[src/cmpb_pkg.sv]
package cmpb_pkg;

    // ----------------------------------------------------------------
    // register addresses on the special-function register bus
    // ----------------------------------------------------------------
    localparam logic [7:0] CMPB_CTRL_ADDR = 8'h9A;
    localparam logic [7:0] CMPB_MODE_ADDR = 8'h9C;
    localparam logic [7:0] CMPB_INSEL_ADDR = 8'h9E;

    // ----------------------------------------------------------------
    // values after reset
    // ----------------------------------------------------------------
    localparam logic [7:0] CMPB_CTRL_RESET = 8'h00;
    localparam logic [7:0] CMPB_MODE_RESET = 8'h02;
    localparam logic [7:0] CMPB_INSEL_RESET = 8'h00;
    localparam logic [1:0] CMPB_SPEED_RESET = 2'h2;

    // ----------------------------------------------------------------
    // field positions
    // ----------------------------------------------------------------
    // comparator_b_control
    localparam int CMPB_ON_BIT = 7;
    localparam int CMPB_RESULT_BIT = 6;
    localparam int CMPB_RISE_FLAG_BIT = 5;
    localparam int CMPB_FALL_FLAG_BIT = 4;
    localparam int CMPB_POS_HYST_LSB = 2;
    localparam int CMPB_NEG_HYST_LSB = 0;
    // comparator_b_mode
    localparam int CMPB_RISE_IE_BIT = 5;
    localparam int CMPB_FALL_IE_BIT = 4;
    localparam int CMPB_SPEED_LSB = 0;
    // input_select_register
    localparam int CMPB_MINUS_SEL_LSB = 4;
    localparam int CMPB_PLUS_SEL_LSB = 0;
    localparam int CMPB_SEL_WIDTH = 3;

    // ----------------------------------------------------------------
    // types
    // ----------------------------------------------------------------
    // hysteresis codes: off, 5 mV, 10 mV, 20 mV
    typedef enum logic [1:0] {
        CMPB_HYST_OFF,
        CMPB_HYST_5MV,
        CMPB_HYST_10MV,
        CMPB_HYST_20MV
    } cmpb_hyst_type;

    // response speed: fastest/highest power down to slowest/lowest power
    typedef enum logic [1:0] {
        CMPB_SPEED_FAST,
        CMPB_SPEED_MID1,
        CMPB_SPEED_MID2,
        CMPB_SPEED_SLOW
    } cmpb_speed_type;

    // one access on the special-function register bus
    typedef struct packed {
        logic [7:0] addr;
        logic [7:0] wdata;
        logic wr;
        logic rd;
    } cmpb_sfr_req_type;

    // settings handed to the analog comparator core
    typedef struct packed {
        logic on;
        cmpb_hyst_type pos_hyst;
        cmpb_hyst_type neg_hyst;
        cmpb_speed_type speed;
        logic [2:0] plus_sel;
        logic [2:0] minus_sel;
    } cmpb_analog_cfg_type;

endpackage

[src/cmpb_edge_flag.sv]
`timescale 1ns/1ps
module cmpb_edge_flag (
    // clock and reset
    input wire logic clk_sys_in,
    input wire logic rst_n_in,
    // hardware event and software access
    input wire logic event_in,
    input wire logic wr_in,
    input wire logic wdata_in,
    // sticky flag
    output logic flag_out
);

    logic flag_reg;
    logic flag_next;

    // the event wins over a software clear in the same cycle
    assign flag_next = event_in | (wr_in ? wdata_in : flag_reg);

    // sticky flag storage
    always_ff @(posedge clk_sys_in or negedge rst_n_in) begin
        if (!rst_n_in) begin
            flag_reg <= 1'b0;
        end else begin
            flag_reg <= flag_next;
        end
    end

    assign flag_out = flag_reg;

    // ----------------------------------------------------------------
    // checks
    // ----------------------------------------------------------------
    property p_event_beats_clear;
        @(posedge clk_sys_in) disable iff (!rst_n_in)
        (event_in && wr_in && !wdata_in) |=> flag_reg;
    endproperty
    a_event_beats_clear: assert property (p_event_beats_clear)
        else $error("edge event lost to a simultaneous clear");

    property p_flag_sticky;
        @(posedge clk_sys_in) disable iff (!rst_n_in)
        (flag_reg && !wr_in) |=> flag_reg;
    endproperty
    a_flag_sticky: assert property (p_flag_sticky)
        else $error("edge flag dropped without a software write");

endmodule

[src/cmpb_ctrl_regs.sv]
`timescale 1ns/1ps
module cmpb_ctrl_regs (
    // clock and reset
    input wire logic clk_sys_in,
    input wire logic arst_n_in,
    // special-function register bus
    input wire cmpb_pkg::cmpb_sfr_req_type sfr_req_in,
    output logic [7:0] sfr_rdata_out,
    // analog comparator core
    input wire logic cmp_raw_in,
    output cmpb_pkg::cmpb_analog_cfg_type analog_cfg_out,
    // port routing and interrupt
    output logic cmp_port_out,
    output logic irq_out
);

    // ----------------------------------------------------------------
    // reset release
    // ----------------------------------------------------------------
    logic rst_meta_reg;
    logic rst_n_reg;

    // assertion is immediate, release is held back two edges
    always_ff @(posedge clk_sys_in or negedge arst_n_in) begin
        if (!arst_n_in) begin
            rst_meta_reg <= 1'b0;
            rst_n_reg <= 1'b0;
        end else begin
            rst_meta_reg <= 1'b1;
            rst_n_reg <= rst_meta_reg;
        end
    end

    // ----------------------------------------------------------------
    // address decode
    // ----------------------------------------------------------------
    wire ctrl_hit = sfr_req_in.addr == cmpb_pkg::CMPB_CTRL_ADDR;
    wire mode_hit = sfr_req_in.addr == cmpb_pkg::CMPB_MODE_ADDR;
    wire insel_hit = sfr_req_in.addr == cmpb_pkg::CMPB_INSEL_ADDR;
    wire ctrl_wr = sfr_req_in.wr & ctrl_hit;
    wire mode_wr = sfr_req_in.wr & mode_hit;
    wire insel_wr = sfr_req_in.wr & insel_hit;
    wire [7:0] wdata = sfr_req_in.wdata;

    // ----------------------------------------------------------------
    // writable fields
    // ----------------------------------------------------------------
    logic comparator_on_reg;
    logic [1:0] pos_hysteresis_sel_reg;
    logic [1:0] neg_hysteresis_sel_reg;
    logic rise_irq_enable_reg;
    logic fall_irq_enable_reg;
    logic [1:0] response_speed_sel_reg;
    logic [2:0] plus_input_select_reg;
    logic [2:0] minus_input_select_reg;

    always_ff @(posedge clk_sys_in or negedge rst_n_reg) begin
        if (!rst_n_reg) begin
            comparator_on_reg <= cmpb_pkg::CMPB_CTRL_RESET[cmpb_pkg::CMPB_ON_BIT];
            pos_hysteresis_sel_reg <= 2'h0;
            neg_hysteresis_sel_reg <= 2'h0;
        end else if (ctrl_wr) begin
            comparator_on_reg <= wdata[cmpb_pkg::CMPB_ON_BIT];
            pos_hysteresis_sel_reg <= wdata[cmpb_pkg::CMPB_POS_HYST_LSB +: 2];
            neg_hysteresis_sel_reg <= wdata[cmpb_pkg::CMPB_NEG_HYST_LSB +: 2];
        end
    end

    always_ff @(posedge clk_sys_in or negedge rst_n_reg) begin
        if (!rst_n_reg) begin
            rise_irq_enable_reg <= 1'b0;
            fall_irq_enable_reg <= 1'b0;
            response_speed_sel_reg <= cmpb_pkg::CMPB_SPEED_RESET;
        end else if (mode_wr) begin
            rise_irq_enable_reg <= wdata[cmpb_pkg::CMPB_RISE_IE_BIT];
            fall_irq_enable_reg <= wdata[cmpb_pkg::CMPB_FALL_IE_BIT];
            response_speed_sel_reg <= wdata[cmpb_pkg::CMPB_SPEED_LSB +: 2];
        end
    end

    always_ff @(posedge clk_sys_in or negedge rst_n_reg) begin
        if (!rst_n_reg) begin
            plus_input_select_reg <= 3'h0;
            minus_input_select_reg <= 3'h0;
        end else if (insel_wr) begin
            plus_input_select_reg <= wdata[cmpb_pkg::CMPB_PLUS_SEL_LSB +: 3];
            minus_input_select_reg <= wdata[cmpb_pkg::CMPB_MINUS_SEL_LSB +: 3];
        end
    end

    // ----------------------------------------------------------------
    // comparator result and edges
    // ----------------------------------------------------------------
    logic compare_result_reg;
    logic result_prev_reg;
    logic cmp_port_reg;
    wire rise_event;
    wire fall_event;
    logic rise_seen_flag;
    logic fall_seen_flag;

    // port forced low
    // a powered-down core has no meaningful output, so the result reads 0
    always_ff @(posedge clk_sys_in or negedge rst_n_reg) begin
        if (!rst_n_reg) begin
            compare_result_reg <= 1'b0;
            result_prev_reg <= 1'b0;
            cmp_port_reg <= 1'b0;
        end else begin
            compare_result_reg <= comparator_on_reg & cmp_raw_in;
            result_prev_reg <= compare_result_reg;
            cmp_port_reg <= comparator_on_reg & cmp_raw_in;
        end
    end

    // edges count only while running; the forced low of a disable is no edge
    assign rise_event = comparator_on_reg & compare_result_reg & ~result_prev_reg;
    assign fall_event = comparator_on_reg & ~compare_result_reg & result_prev_reg;

    cmpb_edge_flag u_rise_flag (
        .clk_sys_in(clk_sys_in),
        .rst_n_in(rst_n_reg),
        .event_in(rise_event),
        .wr_in(ctrl_wr),
        .wdata_in(wdata[cmpb_pkg::CMPB_RISE_FLAG_BIT]),
        .flag_out(rise_seen_flag)
    );

    cmpb_edge_flag u_fall_flag (
        .clk_sys_in(clk_sys_in),
        .rst_n_in(rst_n_reg),
        .event_in(fall_event),
        .wr_in(ctrl_wr),
        .wdata_in(wdata[cmpb_pkg::CMPB_FALL_FLAG_BIT]),
        .flag_out(fall_seen_flag)
    );

    // ----------------------------------------------------------------
    // interrupt
    // ----------------------------------------------------------------
    logic irq_reg;
    wire irq_next;

    assign irq_next = (rise_seen_flag & rise_irq_enable_reg)
                    | (fall_seen_flag & fall_irq_enable_reg);

    always_ff @(posedge clk_sys_in or negedge rst_n_reg) begin
        if (!rst_n_reg) begin
            irq_reg <= 1'b0;
        end else begin
            irq_reg <= irq_next;
        end
    end

    // ----------------------------------------------------------------
    // read path
    // ----------------------------------------------------------------
    wire [7:0] ctrl_view = {comparator_on_reg, compare_result_reg, rise_seen_flag,
                            fall_seen_flag, pos_hysteresis_sel_reg, neg_hysteresis_sel_reg};
    wire [7:0] mode_view = {2'h0, rise_irq_enable_reg, fall_irq_enable_reg,
                            2'h0, response_speed_sel_reg};
    wire [7:0] insel_view = {1'b0, minus_input_select_reg, 1'b0, plus_input_select_reg};
    // unmapped addresses read zero
    wire [7:0] read_value = ctrl_hit ? ctrl_view :
                            mode_hit ? mode_view :
                            insel_hit ? insel_view : 8'h00;
    logic [7:0] rdata_reg;

    // read data is captured on the read strobe and held until the next one
    always_ff @(posedge clk_sys_in or negedge rst_n_reg) begin
        if (!rst_n_reg) begin
            rdata_reg <= 8'h00;
        end else if (sfr_req_in.rd) begin
            rdata_reg <= read_value;
        end
    end

    // ----------------------------------------------------------------
    // outputs
    // ----------------------------------------------------------------
    // enable, hysteresis codes, speed code and pin selects to the core
    assign analog_cfg_out = '{
        on: comparator_on_reg,
        pos_hyst: cmpb_pkg::cmpb_hyst_type'(pos_hysteresis_sel_reg),
        neg_hyst: cmpb_pkg::cmpb_hyst_type'(neg_hysteresis_sel_reg),
        speed: cmpb_pkg::cmpb_speed_type'(response_speed_sel_reg),
        plus_sel: plus_input_select_reg,
        minus_sel: minus_input_select_reg
    };
    assign cmp_port_out = cmp_port_reg;
    assign irq_out = irq_reg;
    assign sfr_rdata_out = rdata_reg;

    // ----------------------------------------------------------------
    // checks
    // ----------------------------------------------------------------
    property p_enable_write;
        @(posedge clk_sys_in) disable iff (!rst_n_reg)
        ctrl_wr |=> analog_cfg_out.on == $past(wdata[cmpb_pkg::CMPB_ON_BIT]);
    endproperty
    a_enable_write: assert property (p_enable_write)
        else $error("enable bit did not follow the control write");

    property p_port_low_off;
        @(posedge clk_sys_in) disable iff (!rst_n_reg)
        (!comparator_on_reg && !ctrl_wr) |=> ##1 !cmp_port_out;
    endproperty
    a_port_low_off: assert property (p_port_low_off)
        else $error("port output high while comparator disabled");

    property p_result_tracks;
        @(posedge clk_sys_in) disable iff (!rst_n_reg)
        comparator_on_reg |=> compare_result_reg == $past(cmp_raw_in);
    endproperty
    a_result_tracks: assert property (p_result_tracks)
        else $error("result bit does not follow the core output");

    property p_rise_sets;
        @(posedge clk_sys_in) disable iff (!rst_n_reg)
        (comparator_on_reg && !ctrl_wr && $rose(compare_result_reg)) |=> rise_seen_flag;
    endproperty
    a_rise_sets: assert property (p_rise_sets)
        else $error("rising edge did not set its flag");

    property p_fall_sets;
        @(posedge clk_sys_in) disable iff (!rst_n_reg)
        (comparator_on_reg && !ctrl_wr && $fell(compare_result_reg)) |=> fall_seen_flag;
    endproperty
    a_fall_sets: assert property (p_fall_sets)
        else $error("falling edge did not set its flag");

    property p_pos_hyst;
        @(posedge clk_sys_in) disable iff (!rst_n_reg)
        ctrl_wr |=> analog_cfg_out.pos_hyst == $past(wdata[3:2]);
    endproperty
    a_pos_hyst: assert property (p_pos_hyst)
        else $error("positive hysteresis code not applied");

    property p_neg_hyst;
        @(posedge clk_sys_in) disable iff (!rst_n_reg)
        ctrl_wr |=> analog_cfg_out.neg_hyst == $past(wdata[1:0]);
    endproperty
    a_neg_hyst: assert property (p_neg_hyst)
        else $error("negative hysteresis code not applied");

    property p_rise_irq;
        @(posedge clk_sys_in) disable iff (!rst_n_reg)
        (rise_seen_flag && rise_irq_enable_reg) |=> irq_out;
    endproperty
    a_rise_irq: assert property (p_rise_irq)
        else $error("enabled rising flag did not raise the interrupt");

    property p_fall_irq;
        @(posedge clk_sys_in) disable iff (!rst_n_reg)
        (fall_seen_flag && fall_irq_enable_reg) |=> irq_out;
    endproperty
    a_fall_irq: assert property (p_fall_irq)
        else $error("enabled falling flag did not raise the interrupt");

    property p_speed;
        @(posedge clk_sys_in) disable iff (!rst_n_reg)
        mode_wr |=> analog_cfg_out.speed == $past(wdata[1:0]);
    endproperty
    a_speed: assert property (p_speed)
        else $error("speed code not applied");

    property p_unused_zero;
        @(posedge clk_sys_in) disable iff (!rst_n_reg)
        (sfr_req_in.rd && mode_hit) |=> (sfr_rdata_out[7:6] == 2'h0)
                                        && (sfr_rdata_out[3:2] == 2'h0);
    endproperty
    a_unused_zero: assert property (p_unused_zero)
        else $error("unused mode bits read nonzero");

    property p_plus_sel;
        @(posedge clk_sys_in) disable iff (!rst_n_reg)
        insel_wr |=> analog_cfg_out.plus_sel == $past(wdata[2:0]);
    endproperty
    a_plus_sel: assert property (p_plus_sel)
        else $error("plus pin select not applied");

    property p_minus_sel;
        @(posedge clk_sys_in) disable iff (!rst_n_reg)
        insel_wr |=> analog_cfg_out.minus_sel == $past(wdata[6:4]);
    endproperty
    a_minus_sel: assert property (p_minus_sel)
        else $error("minus pin select not applied");

    property p_irq_quiet;
        @(posedge clk_sys_in) disable iff (!rst_n_reg)
        !((rise_seen_flag && rise_irq_enable_reg) || (fall_seen_flag && fall_irq_enable_reg))
        |=> !irq_out;
    endproperty
    a_irq_quiet: assert property (p_irq_quiet)
        else $error("interrupt high with no enabled flag set");

    c_rise_flag: cover property (@(posedge clk_sys_in) disable iff (!rst_n_reg)
        rise_event ##1 rise_seen_flag);
    c_fall_flag: cover property (@(posedge clk_sys_in) disable iff (!rst_n_reg)
        fall_event ##1 fall_seen_flag);
    c_irq: cover property (@(posedge clk_sys_in) disable iff (!rst_n_reg)
        $rose(irq_out));
    c_disable: cover property (@(posedge clk_sys_in) disable iff (!rst_n_reg)
        $fell(comparator_on_reg) ##1 !cmp_port_out);

endmodule

[config.mk]
export PLATFORM = sky130hd
export DESIGN_NAME = cmpb_ctrl_regs
export DESIGN_NICKNAME = d
export VERILOG_FILES = /design/src/cmpb_pkg.sv /design/src/cmpb_edge_flag.sv /design/src/cmpb_ctrl_regs.sv
export SDC_FILE = /design/constraint.sdc
export NUM_CORES = 1
export LEC_CHECK = 0
export BUFFER_PORTS_ARGS = -buffer_cell sky130_fd_sc_hd__clkbuf_2
export CELL_PAD_IN_SITES_DETAIL_PLACEMENT = 1
export CELL_PAD_IN_SITES_GLOBAL_PLACEMENT = 1
export CORE_ASPECT_RATIO = 0.7
export CORE_UTILIZATION = 35
export DETAILED_ROUTE_END_ITERATION = 10
export GPL_ROUTABILITY_DRIVEN = 0
export PLACE_DENSITY_LB_ADDON = 0.2
export SLEW_MARGIN = 20
export SYNTH_ARGS = -nofsm -noshare
export SYNTH_HDL_FRONTEND = slang
export SYNTH_HIERARCHICAL = 1
export SYNTH_SLANG_ARGS = --single-unit
[constraint.sdc]
create_clock -name clk_sys_in -period 1.1 [get_ports clk_sys_in]
set_clock_uncertainty 0.15 [all_clocks]
set_input_delay 0 -clock clk_sys_in [delete_from_list [all_inputs] [get_ports clk_sys_in]]
set_output_delay 0 -clock clk_sys_in [all_outputs]
set_load 0.01 [all_outputs]
==> flow_summary.ini <==
[run_status]
status = finished, violations left
violations = hold timing, setup timing

[logic_synthesis]
ys_warn_count = 6
synth_nets = 124
avgSynthCellArea_um2 = 13.3
postSynthCellCount = 103
synth.yosys.seq_area_share_pct = 55.0
synth_seq_cells = 30
synth_cell_types = 30
synth_area_um2 = 1370

[global_route]
grt_first_pass_wirelength_mm = 6.58
grt_pass1_vias = 1225
groute.usage.overall_pct = 22.2
antenna_found_initial = 0
grt_overflow = 0
grt_start_max_net_pins = 17

[setup_path]
crit_fanout = 2
startpoint_type = flip-flop
crit_start = neg_hysteresis_sel_reg[1]$_DFFE_PN0P_
critPathArrivalTime_ns = 1.31
worstReg2RegStart = neg_hysteresis_sel_reg[1]$_DFFE_PN0P_
worstRegToRegCells = 3
crit_required_ns = 1.11
end_kind = flip-flop
worst-setup-path-type = reg -> reg

[final_layout]
finish.utilization_pct = 61.6
stdcell_count = 238
largest_reg_flops = 8
seq_area_um2 = 753
nets = 208
drive_above_1_share_pct = 57.4
antenna_cells = 0
multi_input_area_um2 = 691
final_cell_mix = clkbuf_2 (36), dfrtp_1 (28), buf_4 (17)
n_fill_cell = 394
synthToLayoutAreaGrowth_pct = 63.6
layout_commonest_cell = clkbuf_2

[timing]
worst_slack_ns = -0.192
max_freq_mhz = 774
rsz0062_at_grt = true
finalHoldViolCount = 3
finalSetupViolCount = 19
min_period_ns = 1.29
hold_ws_ns = -0.0296
tns_ns = -0.651
fin_crit_sh_pct = 117
finalMaxSlewViolations = 0

[detailed_routing]
avgRoutedWirePerCell_um = 18.5
antenna_left = 0
viasPerCell = 5.02
dr.first_iter.drc_count = 68
drt-total-wl_mm = 4.41
firstDrtPassIters = 4
drc_errors = 0
via_count = 1194

[clock_tree]
cts_sinks = 30
cts_buffers = 5
clk_latency_ns = 0.28
clk_path_buf_depth = 2
path_clk_slew_ns = 0.07
htreeDepth = 2
root_buffer = clkbuf_8
cts_hold_buf = 14
cts_tree = done

[floorplan]
dieHeight_um = 54.3
initial_utilization_pct = 37.7
io_pins = 44
chipWidth_um = 76.7
coreArea_um2 = 3630
row_count = 18
die_area_um2 = 4160

[power]
ir_worst_vdd_v = 0.000663
power_density_nw_per_um2 = 1120
leakage_nw = 1.14

[placement]
post-place-ws_ns = -0.409
io_buffers = 43
placed_cells = 212
hpwl_mm = 2.85

[min_path]
min_from = sfr_req_in[16]
min_path_cells = 4
hold_path_class = in -> reg

[flow_run]
maxCapViolations = 0
[per-stage QoR]
stage | total power, mW | area, um^2
6_report | 2.51 | 2230
5_1_grt | 2.62 | 2230
4_1_cts | 2.50 | 2160
3_5_place_dp | 1.51 | 1810
3_3_place_gp | 1.50 | 1810
2_1_floorplan | 1.36 | 1410
[layer usage]
| metal | share of wire (%) | track usage [%] | wire [um] | vias up |
|---|---|---|---|---|
| met2 | 49 | 35.0 | 2160 | 24 |
| met3 | 3.9 | 5.33 | 174 | 6 |
| met4 | 0.77 | 7.69 | 34 | 0 |
| li1 | - | - | - | 555 |
| met5 | 0 | 0 | 0 | - |
| met1 | 46 | 30.3 | 2040 | 609 |
[final cells by class]
type / count / area share, %
well taps: 50 / 2.80
flip-flops and latches: 30 / 33.7
clock buffers: 7 / 3.86
repair buffers: 82 / 28.2
inverters: 2 / 0.336
clock inverters: 1 / 0.224
multi-input cells: 66 / 30.9
[path summary, 6_finish.rpt]
kind / endpoint / slack (ns)
worst min register to register: rise_irq_enable_reg$_DFFE_PN0P_ / 0.08
worst max-delay path: sfr_rdata_out[1]$_DFFE_PN0P_ / -0.19
max in group asynchronous: plus_input_select_reg[1]$_DFFE_PN0P_ / 0.08
min in group asynchronous: rise_irq_enable_reg$_DFFE_PN0P_ / 0.08
worst min-delay path: sfr_rdata_out[5]$_DFFE_PN0P_ / -0.03
worst max register to register: sfr_rdata_out[1]$_DFFE_PN0P_ / -0.19
[power breakdown]
| group | internal [mW] | switching, mW |
|---|---|---|
| clock network | 0.504 | 0.412 |
| logic | 0.219 | 0.176 |
| registers | 1.15 | 0.0458 |
[cells by family after synthesis]
family          after synthesis  synth area share (%)
flops                        30                  55.0
simple gates                 28                  15.4
compound gates               20                  11.7
mux                          17                  13.8
buf+inv                       7                  3.75
other cells                   1                 0.274
[Yosys cell counts]
library cell	count	area share, %
a211o_1	2	1.3
a211oi_1	3	1.6
a21o_1	6	3.3
a21oi_1	1	0.37
a22o_1	3	1.9
and2_1	1	0.46
and4bb_2	1	0.92
buf_4	2	1.1
buf_6	1	0.82
clkbuf_1	1	0.27
clkbuf_8	1	1.0
conb_1	1	0.27
dfrtp_1	29	53
dfstp_2	1	1.9
inv_1	2	0.55
mux2_2	15	12
mux2i_1	2	1.5
nand2_1	4	1.1
nand2b_1	2	0.92
nand3b_2	1	0.82
nand4bb_1	1	0.82
nor2_1	5	1.4
nor2b_1	3	1.4
nor3_1	1	0.37
nor3_4	1	1.2
nor4_1	5	2.3
nor4_4	2	3.1
o2111ai_1	4	2.6
o32ai_1	1	0.64
or3b_2	1	0.64
[critical path, stage by stage (launching register included)]
cell     delay, ns
dfrtp_1       0.38
or3b_4        0.38
o32ai_2       0.20
a21oi_1       0.06
[what timing repair did]
action                                 CTS  global route
endpoints found under the hold margin   28             2
resized for setup                       19            22
setup buffers                            3             0
setup endpoints to repair               25            28
cloned                                   1             0
pin swaps                               10             2
Power figures use the tool's default switching activity.
